`src/rtl/sync_serial_regs.vh`:
```
// constants for the clocked synchronous character link
// assumes inclusion by bare name from the rtl modules
`ifndef SYNC_SERIAL_REGS_VH
`define SYNC_SERIAL_REGS_VH

// clock source select codes (two-bit setting)
`define CKSRC_INT_A      2'b00
`define CKSRC_INT_B      2'b01
`define CKSRC_EXT_A      2'b10
`define CKSRC_EXT_B      2'b11
// bits per character
`define CHAR_BITS        4'h8
`define BIT_CNT_ZERO     4'h0
// default half period of internal serial clock in system cycles
`define HALF_PERIOD_DEF  8'h04
`define HALF_CNT_ONE     8'h01
// serial clock idle level
`define SCK_IDLE         1'b1
// reset contents of the data registers and idle level of the data line
`define BYTE_RESET       8'h00
`define TXD_IDLE         1'b1

`endif

```
`src/rtl/pin_sync.v`:
```
// two flip-flop synchroniser for one asynchronous level
// assumes the input is a pin outside the system clock domain
`timescale 1ns/1ps

module pin_sync
(
    // clock and reset
    input  wire clk,
    input  wire rst,
    // level in and out
    input  wire din,
    output wire dout
);

reg meta_ff;
reg sync_ff;

// first stage feeds only the second stage
always @(posedge clk or posedge rst)
begin
    if (rst)
    begin
        meta_ff <= 1'b1;
        sync_ff <= 1'b1;
    end
    else
    begin
        meta_ff <= din;
        sync_ff <= meta_ff;
    end
end

assign dout = sync_ff;

endmodule // pin_sync

```
`src/rtl/sck_gen.v`:
```
// internal bit-rate generator: divides the system clock into serial clock ticks
// assumes half_period is held stable while a character is being clocked
`timescale 1ns/1ps
`include "sync_serial_regs.vh"

module sck_gen
#(
    parameter HALF_W = 8
)
(
    // clock and reset
    input  wire              clk,
    input  wire              rst,
    // control
    input  wire              run,
    input  wire [HALF_W-1:0] half_period,
    // one-cycle toggle request
    output wire              tick
);

reg [HALF_W-1:0] cnt_ff;
reg [HALF_W-1:0] nxt_cnt;

// count down each half period; restart when stopped so the first half is full length
always @*
begin
    nxt_cnt = cnt_ff;
    if (!run || cnt_ff <= `HALF_CNT_ONE)
        nxt_cnt = half_period;
    else
        nxt_cnt = cnt_ff - `HALF_CNT_ONE;
end

always @(posedge clk or posedge rst)
begin
    if (rst)
        cnt_ff <= `HALF_PERIOD_DEF;
    else
        cnt_ff <= nxt_cnt;
end

assign tick = run && (cnt_ff <= `HALF_CNT_ONE);

endmodule // sck_gen

```
`src/rtl/sync_serial_link.v`:
```
// clocked synchronous character link: 8-bit, lsb first, double-buffered tx and rx
// assumes an external serial clock is below one sixth of CLK_SYS and that
// the user-side strobes come from logic on CLK_SYS
// limitation: external clock edges are seen about three system cycles late,
// so the far side must hold data that long after each rising edge
// an overrun drops the new character so the unread one is never torn
`timescale 1ns/1ps
`include "sync_serial_regs.vh"

module sync_serial_link
#(
    parameter HALF_W = 8
)
(
    // system clock and reset
    input  wire              CLK_SYS,
    input  wire              SYS_RST,
    // configuration
    input  wire [1:0]        CLK_SRC_SEL,
    input  wire [HALF_W-1:0] HALF_PERIOD,
    input  wire              TX_ENABLE,
    input  wire              RX_ENABLE,
    // transmit buffer write side
    input  wire [7:0]        TX_DATA,
    input  wire              TX_VALID,
    output wire              TX_READY,
    output wire              TX_BUSY,
    // receive buffer read side
    output wire [7:0]        RX_DATA,
    output wire              RX_VALID,
    input  wire              RX_READ,
    output wire              RX_OVERRUN,
    // serial pins
    input  wire              SCK_IN,
    output wire              SCK_OUT,
    output wire              SCK_OE,
    input  wire              RXD,
    output wire              TXD
);

// ----------------------------------------------------------------
// clock source and pin synchronisers
// ----------------------------------------------------------------
wire int_clk;
wire sck_in_s;
wire rxd_s;
wire gen_tick;

// codes 00/01 pick the internal generator, 10/11 the pin
assign int_clk = (CLK_SRC_SEL == `CKSRC_INT_A) || (CLK_SRC_SEL == `CKSRC_INT_B);

// clock and data share one synchroniser depth so their edges stay aligned
pin_sync u_sck_sync
(
    .clk  (CLK_SYS),
    .rst  (SYS_RST),
    .din  (SCK_IN),
    .dout (sck_in_s)
);

pin_sync u_rxd_sync
(
    .clk  (CLK_SYS),
    .rst  (SYS_RST),
    .din  (RXD),
    .dout (rxd_s)
);

// ----------------------------------------------------------------
// state
// ----------------------------------------------------------------
// one-hot sequencer states
localparam ST_IDLE  = 2'b01;
localparam ST_SHIFT = 2'b10;

// sequencer, serial clock and bit counter
reg [1:0] state_ff;
reg [1:0] nxt_state;
reg       sck_int_ff;
reg       nxt_sck_int;
reg       sck_ext_d_ff;
reg [3:0] bit_cnt_ff;
reg [3:0] nxt_bit_cnt;

// transmit buffer, shifter and line
reg [7:0] tx_buf_ff;
reg [7:0] nxt_tx_buf;
reg       tx_full_ff;
reg       nxt_tx_full;
reg [7:0] tx_sh_ff;
reg [7:0] nxt_tx_sh;
reg       txd_ff;
reg       nxt_txd;

// receive shifter, buffer and overrun
reg [7:0] rx_sh_ff;
reg [7:0] nxt_rx_sh;
reg [7:0] rx_buf_ff;
reg [7:0] nxt_rx_buf;
reg       rx_full_ff;
reg       nxt_rx_full;
reg       ovr_ff;
reg       nxt_ovr;

// generator runs only while clocking a character internally
// trade-off: it restarts for each character, so a gap lasts a full half period
sck_gen #(.HALF_W(HALF_W)) u_gen
(
    .clk         (CLK_SYS),
    .rst         (SYS_RST),
    .run         (int_clk && state_ff == ST_SHIFT),
    .half_period (HALF_PERIOD),
    .tick        (gen_tick)
);

// ----------------------------------------------------------------
// serial clock edge detection
// ----------------------------------------------------------------
wire fall_edge;
wire rise_edge;

// internal: a tick while high is a falling edge, while low a rising edge
// external: the synchronised pin against its one-cycle-old copy
// a fall and a rise can never come in the same cycle
assign fall_edge = int_clk ? (gen_tick && sck_int_ff) : (sck_ext_d_ff && !sck_in_s);
assign rise_edge = int_clk ? (gen_tick && !sck_int_ff) : (!sck_ext_d_ff && sck_in_s);

// ----------------------------------------------------------------
// shift engine
// ----------------------------------------------------------------
// load and end-of-character strobes, one system cycle each
wire tx_load;
wire char_done;

// a character starts when data waits at the first falling edge, or at once for internal clock
// loads happen only from idle, so a character is never cut short
assign tx_load   = tx_full_ff && TX_ENABLE && (state_ff == ST_IDLE) && (int_clk || fall_edge);
// the eighth rising edge closes a character
assign char_done = rise_edge && (bit_cnt_ff == `CHAR_BITS - 4'h1);

// next-state logic: sequencer, serial clock and both shifters
always @*
begin
    nxt_state   = state_ff;
    nxt_sck_int = sck_int_ff;
    nxt_bit_cnt = bit_cnt_ff;
    nxt_tx_sh   = tx_sh_ff;
    nxt_txd     = txd_ff;
    nxt_rx_sh   = rx_sh_ff;
    case (state_ff)
        ST_IDLE:
        begin
            nxt_sck_int = `SCK_IDLE;
            nxt_bit_cnt = `BIT_CNT_ZERO;
            if (tx_load)
            begin
                // first bit goes out at once: acts as the opening falling edge
                nxt_txd   = tx_buf_ff[0];
                nxt_tx_sh = {1'b0, tx_buf_ff[7:1]};
                nxt_state = ST_SHIFT;
            end
            // external receive-only frame opens at the first falling edge
            else if (!int_clk && RX_ENABLE && fall_edge)
                nxt_state = ST_SHIFT;
        end
        ST_SHIFT:
        begin
            // internal clock toggles on every generator tick
            if (int_clk && gen_tick)
                nxt_sck_int = !sck_int_ff;
            // later falls put out the next bit; the first went out at load
            if (fall_edge && bit_cnt_ff != `BIT_CNT_ZERO)
            begin
                nxt_txd   = tx_sh_ff[0];
                nxt_tx_sh = {1'b0, tx_sh_ff[7:1]};
            end
            // each rising edge takes one receive bit, lsb lands first
            if (rise_edge)
            begin
                nxt_rx_sh   = {rxd_s, rx_sh_ff[7:1]};
                nxt_bit_cnt = bit_cnt_ff + 4'h1;
            end
            // stop after the eighth rising edge; clock rests high
            if (char_done)
            begin
                nxt_state   = ST_IDLE;
                nxt_sck_int = `SCK_IDLE;
            end
        end
        default:
        begin
            // an illegal code falls back to idle
            nxt_state = ST_IDLE;
        end
    endcase
end

// ----------------------------------------------------------------
// double buffers
// ----------------------------------------------------------------
// set wins over read/write clear so no event is lost
always @*
begin
    nxt_tx_buf  = tx_buf_ff;
    nxt_tx_full = tx_full_ff;
    // a write in the load cycle refills the buffer at once
    if (tx_load)
        nxt_tx_full = 1'b0;
    if (TX_VALID && (!tx_full_ff || tx_load))
    begin
        nxt_tx_buf  = TX_DATA;
        nxt_tx_full = 1'b1;
    end
    // a read and a new character in one cycle keep the new one
    nxt_rx_buf  = rx_buf_ff;
    nxt_rx_full = rx_full_ff;
    nxt_ovr     = ovr_ff;
    if (RX_READ)
    begin
        nxt_rx_full = 1'b0;
        nxt_ovr     = 1'b0;
    end
    if (char_done && RX_ENABLE)
    begin
        // overrun: the unread byte stays whole, the new one is dropped
        if (rx_full_ff && !RX_READ)
            nxt_ovr = 1'b1;                                            // keep old byte
        else
        begin
            nxt_rx_buf  = {rxd_s, rx_sh_ff[7:1]};
            nxt_rx_full = 1'b1;
        end
    end
end

// ----------------------------------------------------------------
// registers
// ----------------------------------------------------------------
// every register updates each system edge; reset loads only constants
always @(posedge CLK_SYS or posedge SYS_RST)
begin
    if (SYS_RST)
    begin
        state_ff     <= ST_IDLE;
        sck_int_ff   <= `SCK_IDLE;
        sck_ext_d_ff <= `SCK_IDLE;
        bit_cnt_ff   <= `BIT_CNT_ZERO;
        tx_buf_ff    <= `BYTE_RESET;
        tx_full_ff   <= 1'b0;
        tx_sh_ff     <= `BYTE_RESET;
        // the line rests high until the first character
        txd_ff       <= `TXD_IDLE;
        rx_sh_ff     <= `BYTE_RESET;
        rx_buf_ff    <= `BYTE_RESET;
        rx_full_ff   <= 1'b0;
        ovr_ff       <= 1'b0;
    end
    else
    begin
        state_ff     <= nxt_state;
        sck_int_ff   <= nxt_sck_int;
        sck_ext_d_ff <= sck_in_s;
        bit_cnt_ff   <= nxt_bit_cnt;
        tx_buf_ff    <= nxt_tx_buf;
        tx_full_ff   <= nxt_tx_full;
        tx_sh_ff     <= nxt_tx_sh;
        txd_ff       <= nxt_txd;
        rx_sh_ff     <= nxt_rx_sh;
        rx_buf_ff    <= nxt_rx_buf;
        rx_full_ff   <= nxt_rx_full;
        ovr_ff       <= nxt_ovr;
    end
end

// ----------------------------------------------------------------
// outputs
// ----------------------------------------------------------------
// data only, no parity slot exists in the shifter
assign TXD        = txd_ff;
assign SCK_OUT    = sck_int_ff;
assign SCK_OE     = int_clk;
// handshake flags decode straight from registers
assign TX_READY   = !tx_full_ff;
assign TX_BUSY    = (state_ff == ST_SHIFT) || tx_full_ff;
// receive data and status come straight from flip-flops
assign RX_DATA    = rx_buf_ff;
assign RX_VALID   = rx_full_ff;
assign RX_OVERRUN = ovr_ff;

endmodule // sync_serial_link

```
`config.mk`:
```
export PLATFORM = sky130hd
export DESIGN_NAME = sync_serial_link
export DESIGN_NICKNAME = d
export VERILOG_FILES = /design/src/rtl/pin_sync.v /design/src/rtl/sck_gen.v /design/src/rtl/sync_serial_link.v
export VERILOG_INCLUDE_DIRS = /design/src /design/src/rtl
export SDC_FILE = /design/constraint.sdc
export NUM_CORES = 1
export LEC_CHECK = 0
export BUFFER_PORTS_ARGS = -buffer_cell sky130_fd_sc_hd__buf_2
export CAP_MARGIN = 20
export CORE_ASPECT_RATIO = 1.4
export CORE_UTILIZATION = 56
export DETAILED_ROUTE_END_ITERATION = 7
export HOLD_SLACK_MARGIN = 0.05
export PLACE_DENSITY = 0.75
export SYNTH_ARGS = -nofsm -noshare
export SYNTH_HDL_FRONTEND = slang
export SYNTH_HIERARCHICAL = 1
export SYNTH_SLANG_ARGS = --single-unit
export TNS_END_PERCENT = 10
```
`constraint.sdc`:
```
create_clock -name CLK_SYS -period 3.2 [get_ports CLK_SYS]
set_input_delay 0 -clock CLK_SYS [delete_from_list [all_inputs] [get_ports CLK_SYS]]
set_output_delay 0 -clock CLK_SYS [all_outputs]
set_load 0.01 [all_outputs]
```
# Word level (Yosys, flattened, before mapping)
# Cells that the tools add are included.
dict set report totals {
  in_bits 26
  regBits 56
}
dict set report classes {
  bitwise_logic 1
  reduce_logical 39
  addsub 2
  mux 26
  order_cmp 1
  eq_ne 10
}
# op count
set ops {}
lappend ops {{two-way mux 8 bit} 3}
lappend ops {{logical AND 1 bit} 17}
lappend ops {{case mux 8 bit (2 select lines)} 1}
lappend ops {{two-way mux 1 bit} 14}
lappend ops {{AND reduction 2 bit} 5}
lappend ops {{<= comparator 8 x 1 -> 1 bit, second input constant} 1}
lappend ops {{case mux 4 bit (2 select lines)} 1}
lappend ops {{subtractor 8 x 1 -> 8 bit, second input constant} 1}
lappend ops {{logical NOT 1 bit} 7}
lappend ops {{two-way mux 2 bit} 3}
lappend ops {{!= test 2 bit, second input constant} 3}
lappend ops {{!= test 3 x 2 -> 1 bit, second input constant} 2}
lappend ops {{logical OR 1 bit} 5}
lappend ops {{adder 4 x 1 -> 4 bit, second input constant} 1}
lappend ops {{== test 2 x 1 -> 1 bit, second input constant} 2}
lappend ops {{== test 4 x 3 -> 1 bit, second input constant} 1}
lappend ops {{two-way mux 4 bit} 1}
lappend ops {{case mux 1 bit (2 select lines)} 2}
lappend ops {{case mux 2 bit (2 select lines)} 1}
lappend ops {{nonzero test 2 bit} 2}
lappend ops {{nonzero test 4 bit} 1}
lappend ops {{AND reduction 3 bit} 1}
lappend ops {{== test 2 bit, second input constant} 1}
lappend ops {{logical NOT 2 bit} 1}
lappend ops {{other kinds (2)} 2}

# Logic depth before layout (Yosys ltp)
# Gate-level depths: netlist of run 1.
dict set report depth {
  ltp_word 11
  ltp_mapped 10
  mapped_depth_nobuf 9
}

# Cells and area by module
# Netlist of run 1, hierarchy kept.
# module instances seq_area_each_um2 area_each_um2 cells_each
set modules_own_cells {}
lappend modules_own_cells {sync_serial_link 1 1056.0 1948.1 147}
lappend modules_own_cells {sck_gen 1 201.4 470.5 49}
lappend modules_own_cells {pin_sync 2 52.6 56.3 3}

# Least setup slack after synthesis of run 1
# No wires, ideal clock.
dict set report synth_timing {
  kind {register to register}
  start {register u_gen.cnt_ff[3]}
  end {register rx_buf_ff[0], in the netlist RX_DATA[0]}
  stages_incl_launch_ff 8
  setup_time_ps 125
  synth_period_minus_slack_ps 2425
  slack_ps 775
  t_arrival_ps 2300
  cell_sequence {dfrtp_1 or4_4 nor4_1 and2_1 nor3b_2 o21a_4 nand4_4 mux2_4}
}
dict set report synth_between {
  elab_chain_len 7
}
# item line_no
set synth_lines {}
lappend synth_lines {{start, declared} sck_gen.v:21} ;# reg [HALF_W-1:0] cnt_ff;
lappend synth_lines {{start signal, assigned} sck_gen.v:37} ;# cnt_ff <= `HALF_PERIOD_DEF;
lappend synth_lines {{start signal, assigned} sck_gen.v:39} ;# cnt_ff <= nxt_cnt;
lappend synth_lines {{<= comparator 8 x 1 -> 1 bit (no line)} -}
lappend synth_lines {{logical AND 1 bit} sck_gen.v:42} ;# assign tick = run && (cnt_ff <= `HALF_CNT_ONE);
lappend synth_lines {{net gen_tick} sync_serial_link.v:47} ;# wire gen_tick;
lappend synth_lines {{logical AND 1 bit} sync_serial_link.v:126} ;# assign rise_edge = int_clk ? (gen_tick && !sck_int_ff) : (!sck_ext_d_ff && sck_in_s);
lappend synth_lines {{two-way mux 1 bit} sync_serial_link.v:126}
lappend synth_lines {{logical AND 1 bit} sync_serial_link.v:139} ;# assign char_done = rise_edge && (bit_cnt_ff == `CHAR_BITS - 4'h1);
lappend synth_lines {{logical AND 1 bit} sync_serial_link.v:223} ;# if (char_done && RX_ENABLE)
lappend synth_lines {{AND reduction 2 bit (no line)} -}
lappend synth_lines {{end signal, assigned} sync_serial_link.v:254} ;# rx_buf_ff <= `BYTE_RESET;
lappend synth_lines {{end signal, assigned} sync_serial_link.v:269} ;# rx_buf_ff <= nxt_rx_buf;
lappend synth_lines {{end, declared} sync_serial_link.v:98} ;# reg [7:0] rx_buf_ff;
# The timed path passes the listed nets, and every way through them passes these cells.
# A chain may end at the register's enable or synchronous reset.

# Final worst setup path of run 1
dict set report layout_timing {
  start {register u_gen.cnt_ff[3]}
  end {register ovr_ff, in the netlist RX_OVERRUN}
}
dict set report layout_between {
  elab_chain_len 7
}
# item line_no
set layout_lines {}
lappend layout_lines {{<= comparator 8 x 1 -> 1 bit (no line)} -}
lappend layout_lines {{logical AND 1 bit} sck_gen.v:42}
lappend layout_lines {{net gen_tick} sync_serial_link.v:47}
lappend layout_lines {{logical AND 1 bit} sync_serial_link.v:126}
lappend layout_lines {{two-way mux 1 bit} sync_serial_link.v:126}
lappend layout_lines {{logical AND 1 bit} sync_serial_link.v:139}
lappend layout_lines {{logical AND 1 bit} sync_serial_link.v:223}
lappend layout_lines {{two-way mux 1 bit} sync_serial_link.v:223}
lappend layout_lines {{net nxt_ovr} sync_serial_link.v:103} ;# reg nxt_ovr;
lappend layout_lines {{end signal, assigned} sync_serial_link.v:271} ;# ovr_ff <= nxt_ovr;
lappend layout_lines {{end, declared} sync_serial_link.v:102} ;# reg ovr_ff;
# The timed path passes the listed nets, and every way through them passes these cells.

==> metrics, run 1 <==
Post-CTS Resized 0; Top FF cell, synth dfrtp_1; Static Leak between 0.0015 and 0.002 µW; most frequent cell after synthesis dfrtp_1; global-route wire length before repair 7710 µm; area grow syn2layout 24.3%; register area share after synthesis between 50% and 60%; vias in the first global route about 1800; Final ANT Viol Nets 0; # setup viols final 0; Worst-path clk slew roughly 80 ps; Synth Register Bits 54; Post-synth EDFFs 0; largest area contributor in the synthesized netlist dfrtp_1; Final Util about three quarters; status completed; Max IR drop VDD ~0.00060 V; Switch Pwr ~570 µW; Placed Cells 302; CTS tree done; DRC violations left 0; core footprint roughly 4300 µm²; Antenna Cells 0; Power Internal 1380 µW; gr usage total 21.7%; minimum clock period 2800 ps; CTS Sinks 54; CP top delay family simple AND/OR/NAND/NOR gates; Starting DRT DRC Count just under 80; Final TNS setup 0 ps; via count roughly 1700; critical path arrival 3040 ps; crit path cell chain or4_4 > nor4_1 > and2_1 > nor3b_2 > o21a_4 > nand3_1 > o22ai_1 > dlygate4sd3_1; Initial Util 59.2%; final count of hold timing violations 0; share of layout cells above drive strength 1 about 39%; critical path capture point type flop; Synth cell types 43; FILL cells between 300 and 400; post-synth top area share 44.5%; PD cells ~620 nW/µm²; metal1 wirelength 1860 µm; RSZ-0062 raised after global routing false; post-synth design cell area roughly 2500 µm²; num rows 28; Syn Nets roughly 230; Period Utilization, post-route 87.4%; commonest cells in the netlist dfrtp_1, mux2_2, nand2_1; Root Driver clkbuf_8; synthesis warning total 6; area taken by multi-input logic gates 1080 µm²; fin nets between 300 and 400; die area 4800 µm²; Die Wd 58.8 µm; DR vias/cell ~5.2; Clock Path Buffers 2; Gate power share between 30% and 40%; Switching Share 29.2%; crit path launch type flop; Max Clk Rate 0.357 GHz; IO Port Bufs 39; Clock Power Share between 20% and 30%; Final Cell Area 3150 µm²; DP Area 2810 µm²; Worst EP required around 3500 ps; slew margin rel. about 45%; register-to-register setup slack 400 ps; Crit Path Max Fanout 6; Hold WC Path Type input port to flop; Mapped Cells 202; Pre-antenna DRT Iters 4; asr flop ratio synth 100%; Worst Tran Pin Value approximately 830 ps; Reg power frac between 40% and 50%; H-Tree Depth 2; clk_lat worst skew ~310 ps; CP bufs+invs 1; Avg WL per Cell about 13 µm; die height just over 80 µm; Placer Congestion 0.793; total gr overflow 0; Pins Over Slew Limit 0; crit path kind flop to flop; cell at the slowest stage of the critical path or4_4; DRT Wirelength between 4000 and 5000 µm; Final HPWL DP 3240 µm; initial antenna violation count 0; DR WL met3 114 µm; syn_area_per_cell 12.5 µm²; CTS Buf Count 5; top sig layer met4; pin count of the biggest net entering global routing 24; Seq. cell area approximately 1400 µm²; Cell Count, Final, Fillers Out approximately 330; biggest cell delay along the critical path around 580 ps; Max Cap Viol 0; leading post-synthesis cells by cell area dfrtp_1, mux2_2, dfstp_2; Ports between 40 and 50; met2 routed wirelength around 2500 µm; clk_skew 10.1 ps
-- state kept, by name (all words and copies together), names as in the netlist, 2 cells and up --
name,flops
RX_DATA,8
tx_buf_ff,8
u_gen/cnt_ff,8
rx_sh_ff,7
tx_sh_ff,7
bit_cnt_ff,4
state_ff,2
-- power groups by stage --
| stage | Sequential, µW | Combinational, µW | Clock [µW] |
|---|---|---|---|
| after floorplan | 953 | 459 | 0 |
| after global placement | 972 | 553 | 0 |
| after detailed placement | 984 | 575 | 0 |
| after CTS | 970 | 601 | 405 |
| after global routing | 992 | 652 | 425 |
| final | 968 | 593 | 395 |
-- layout by cell type, fill, tap and decap left out, types with 6 or more instances in the layout --
cell type      synthesis  layout
a21oi_1                7       7
buf_2                  2      39
clkbuf_8               0       6
dfrtp_1               45      45
dfstp_2                9       9
dlygate4sd3_1          0      24
ha_1                   6       6
inv_1                 17      17
mux2_2                30      30
mux2_4                 8       8
nand2_1               19      19
o21ai_0               11      11
-- cell families (layout without fill, tap and decap cells) --
kind of cell / Yosys count / count (layout) / share of synthesized area, %
and+or+nand+nor: 44 / 44 / 9.69
DFF: 54 / 54 / 53.8
AOI/OAI and AO/OA: 35 / 35 / 10.3
muxes: 38 / 38 / 18.1
xor gates and xnor gates: 5 / 5 / 1.73
buffers and inverters: 20 / 92 / 3.36
adders and majority gates: 6 / 6 / 2.97
-- repair_timing --
item / in CTS / in global routing
hold endpoints to repair: 55 / 0
setup buffers: 0 / 0
setup endpoints to repair: 0 / 0
hold buffers: 24 / 0
-- worst register-to-register path, delay by kind of cell (launching register included) --
kind | cells | cell delay, ps
flops | 1 | 420
simple gates | 5 | 1420
buf+inv | 1 | 560
compound gates | 2 | 340
-- final cells by class --
cell class	count	share of cell area (%)
Clock buffer	7	2.74
Tap cell	60	2.39
Timing Repair Buffer	67	14.8
Inverter	17	2.03
Clock inverter	1	0.278
Multi-Input combinational cell	128	34.4
Sequential cell	54	43.3
-- path summary, 6_finish.rpt --
check / endpoint / from / cells after the start
setup / recovery: RX_OVERRUN$_DFF_PP0_ / u_gen/cnt_ff[3]$_DFF_PP0_ / 8
hold / removal: SCK_OUT$_DFFE_PP1P_ / CLK_SRC_SEL[1] / 4
setup reg to reg: RX_OVERRUN$_DFF_PP0_ / u_gen/cnt_ff[3]$_DFF_PP0_ / 8
hold reg to reg: u_rxd_sync/dout$_DFF_PP1_ / u_rxd_sync/meta_ff$_DFF_PP1_ / 0
max in group asynchronous: SCK_OUT$_DFFE_PP1P_ / SYS_RST / 4
min in group asynchronous: u_gen/cnt_ff[5]$_DFF_PP0_ / SYS_RST / 3
-- per-layer routing --
| layer | vias up | GRT usage (%) |
|---|---|---|
| met3 | 7 | 4.25 |
| li1 | 850 | - |
| met1 | 842 | 25.3 |
| met5 | - | 0 |
| met4 | 0 | 7.14 |
| met2 | 24 | 39.4 |
-- metrics by stage --
stage | setup slack [ps] | hold WS (ps) | total power [µW]
3_5_place_dp | 558 | 4.12 | 1560
3_3_place_gp | 607 | 0.101 | 1530
2_1_floorplan | 775 | -185 | 1410
6_report | 403 | 141 | 1960
5_1_grt | 204 | 164 | 2070
4_1_cts | 412 | 134 | 1980
No activity file was read; power rests on OpenSTA's default activity.
==> inputs of run 2 (changes only) <==
--- a/config.mk
+++ b/config.mk
@@ -8,11 +8,13 @@
 export LEC_CHECK = 0
 export BUFFER_PORTS_ARGS = -buffer_cell sky130_fd_sc_hd__buf_2
 export CAP_MARGIN = 20
+export CELL_PAD_IN_SITES_DETAIL_PLACEMENT = 2
+export CELL_PAD_IN_SITES_GLOBAL_PLACEMENT = 2
 export CORE_ASPECT_RATIO = 1.4
-export CORE_UTILIZATION = 56
+export CORE_UTILIZATION = 37
 export DETAILED_ROUTE_END_ITERATION = 7
 export HOLD_SLACK_MARGIN = 0.05
-export PLACE_DENSITY = 0.75
+export PLACE_DENSITY = 0.74
 export SYNTH_ARGS = -nofsm -noshare
 export SYNTH_HDL_FRONTEND = slang
 export SYNTH_HIERARCHICAL = 1
==> run 2 against run 1 <==
Against the previous run: sequential power up 0.5%; clock-buffer cell count unchanged; first-iteration DRC count is 13% lower; non-clock buffer count fell by 2; critical path depth decreased by 1; critical path type unchanged.
==> metrics, run 2 (same netlist as run 1, synthesis figures left out) <==
CP top delay family simple AND/OR/NAND/NOR gates; DR vias/cell a little under 5; CTS tree done; most frequent cells in the layout dfrtp_1, buf_2, mux2_2, dlygate4sd3_1, nand2_1; CTS Buf Count 5; clk_lat worst skew around 310 ps; R2R cell count 7; die area between 7000 and 8000 µm²; Placer Congestion between 0.7 and 0.8; DRT Wirelength between 5000 and 6000 µm; PD cells ~620 nW/µm²; core footprint between 6000 and 7000 µm²; Hold WC Path Type input port to flop; num rows 35; pin count of the biggest net entering global routing 27; initial antenna violation count 0; # setup viols final 0; register-to-register setup slack 550 ps; Avg WL per Cell 15.7 µm; die height between 90 and 100 µm; status completed; commonest non-fill, non-tap cell in the layout dfrtp_1; Crit Path Max Fanout 8; area grow syn2layout 25.1%; Initial Util a little under two fifths; share of layout cells above drive strength 1 between 30% and 40%; Reg2Reg Capture Point RX_DATA[0]$_DFFE_PP0P_; cell at the slowest stage of the critical path or4_4; critical path arrival around 2900 ps; Die Wd between 70 and 80 µm; Worst Tran Pin Value between 900 and 1000 ps; DR WL met3 roughly 120 µm; total gr overflow 0; RSZ-0062 raised after global routing false; Final ANT Viol Nets 0; Cell Count, Final, Fillers Out ~360; clk_skew slightly below 8 ps; IO Port Bufs 39; total power draw just under 2000 µW; biggest cell delay along the critical path 590 ps; metal1 wirelength approximately 2200 µm; Pins Over Slew Limit 0; Clock Path Buffers 2; DRC violations left 0; Antenna Cells 0; met2 routed wirelength around 3400 µm; critical path capture point type flop; minimum clock period around 2700 ps; Final TNS setup 0 ps; global-route wire length before repair ~9900 µm; crit path cell chain or4_4 > nor4_1 > and2_1 > nor3b_2 > o21a_4 > nand4_4 > mux2_4; Critical R2R Launch u_gen/cnt_ff[3]$_DFF_PP0_; slew margin rel. between 30% and 40%; Max Clk Rate 0.377 GHz; DP Area between 2000 and 3000 µm²; Setup crit end RX_DATA[0]$_DFFE_PP0P_; Max IR drop VDD between 0.0003 and 0.0004 V; Final Cell Area about 3200 µm²; fin nets 303; Post-CTS Resized 0; Levels on crit path 7; Worst EP required 3400 ps; Starting DRT DRC Count 69; CP bufs+invs 0; CP Launch Point u_gen/cnt_ff[3]$_DFF_PP0_; Max Cap Viol 0; Placed Cells between 300 and 400; CTS Sinks 54; Pre-antenna DRT Iters 3; final count of hold timing violations 0; Root Driver clkbuf_8; via count approximately 1800; FILL cells around 660; top sig layer met4; Ports 41; H-Tree Depth 2; vias in the first global route approximately 2000; crit path kind flop to flop; Period Utilization, post-route ~83%; crit path launch type flop; Final HPWL DP between 4000 and 5000 µm; gr usage total 18.2%; Static Leak between 0.0015 and 0.002 µW; Worst-path clk slew roughly 90 ps
-- run 2: worst min path at each step --
| stage | endpoint | cells after the start | from | slack (ps) |
|---|---|---|---|---|
| finish | tx_full_ff$_DFFE_PP0P_ | 4 | TX_ENABLE | 90 |
| global route | tx_full_ff$_DFFE_PP0P_ | 4 | TX_ENABLE | 120 |
| CTS | tx_full_ff$_DFFE_PP0P_ | 4 | TX_ENABLE | 80 |
| detailed placement | u_gen/cnt_ff[0]$_DFF_PP0_ | 2 | SYS_RST | 20 |
| global placement | u_gen/cnt_ff[0]$_DFF_PP0_ | 2 | SYS_RST | 0.7 |
| floorplan | u_gen/cnt_ff[0]$_DFF_PP0_ | 1 | SYS_RST | -190 |
-- run 2: stage by stage --
| step | hold WS [ps] | utilization (%) | worst slack (ps) |
|---|---|---|---|
| 3_5_place_dp | 19.2 | 43.1 | 540 |
| 6_report | 90.2 | 47.9 | 546 |
| 3_3_place_gp | 0.719 | 43.1 | 594 |
| 5_1_grt | 123 | 47.9 | 396 |
| 4_1_cts | 81.7 | 47.9 | 537 |
| 2_1_floorplan | -185 | - | 775 |
-- run 2: routing by layer --
metal | global-route usage, % | vias to the layer above
met3 | 2.81 | 6
met5 | 0 | -
li1 | - | 841
met1 | 19.1 | 905
met2 | 36.4 | 22
met4 | 5.43 | 0
-- run 2: worst register-to-register path, delay by kind of cell (launching register included) --
kind	cells	cell delay (ps)
DFF	1	420
AOI/OAI and AO/OA	1	210
and+or+nand+nor	5	1560
muxes	1	370
-- run 2: timing repair --
item	CTS	global route
endpoints found under the hold margin	56	0
buffers inserted	0	0
hold buffers	22	0
-- run 2: layout make-up --
cell class              instances  area, µm²  share of cell area, %
multi-input cells             128       1080                   34.2
clock buffers                   7       86.3                   2.73
clock inverters                 1       8.76                  0.277
well taps                      92        115                   3.64
inverters                      17       63.8                   2.02
repair buffers                 65        445                   14.1
flip-flops and latches         54       1360                   43.0
-- run 2: power breakdown --
part / leakage (µW) / internal (µW) / switching (µW)
combinational: 0.000799 / 335 / 264
sequential: 0.000663 / 868 / 105
clock: 0.0000489 / 179 / 224
total: 0.00151 / 1380 / 593
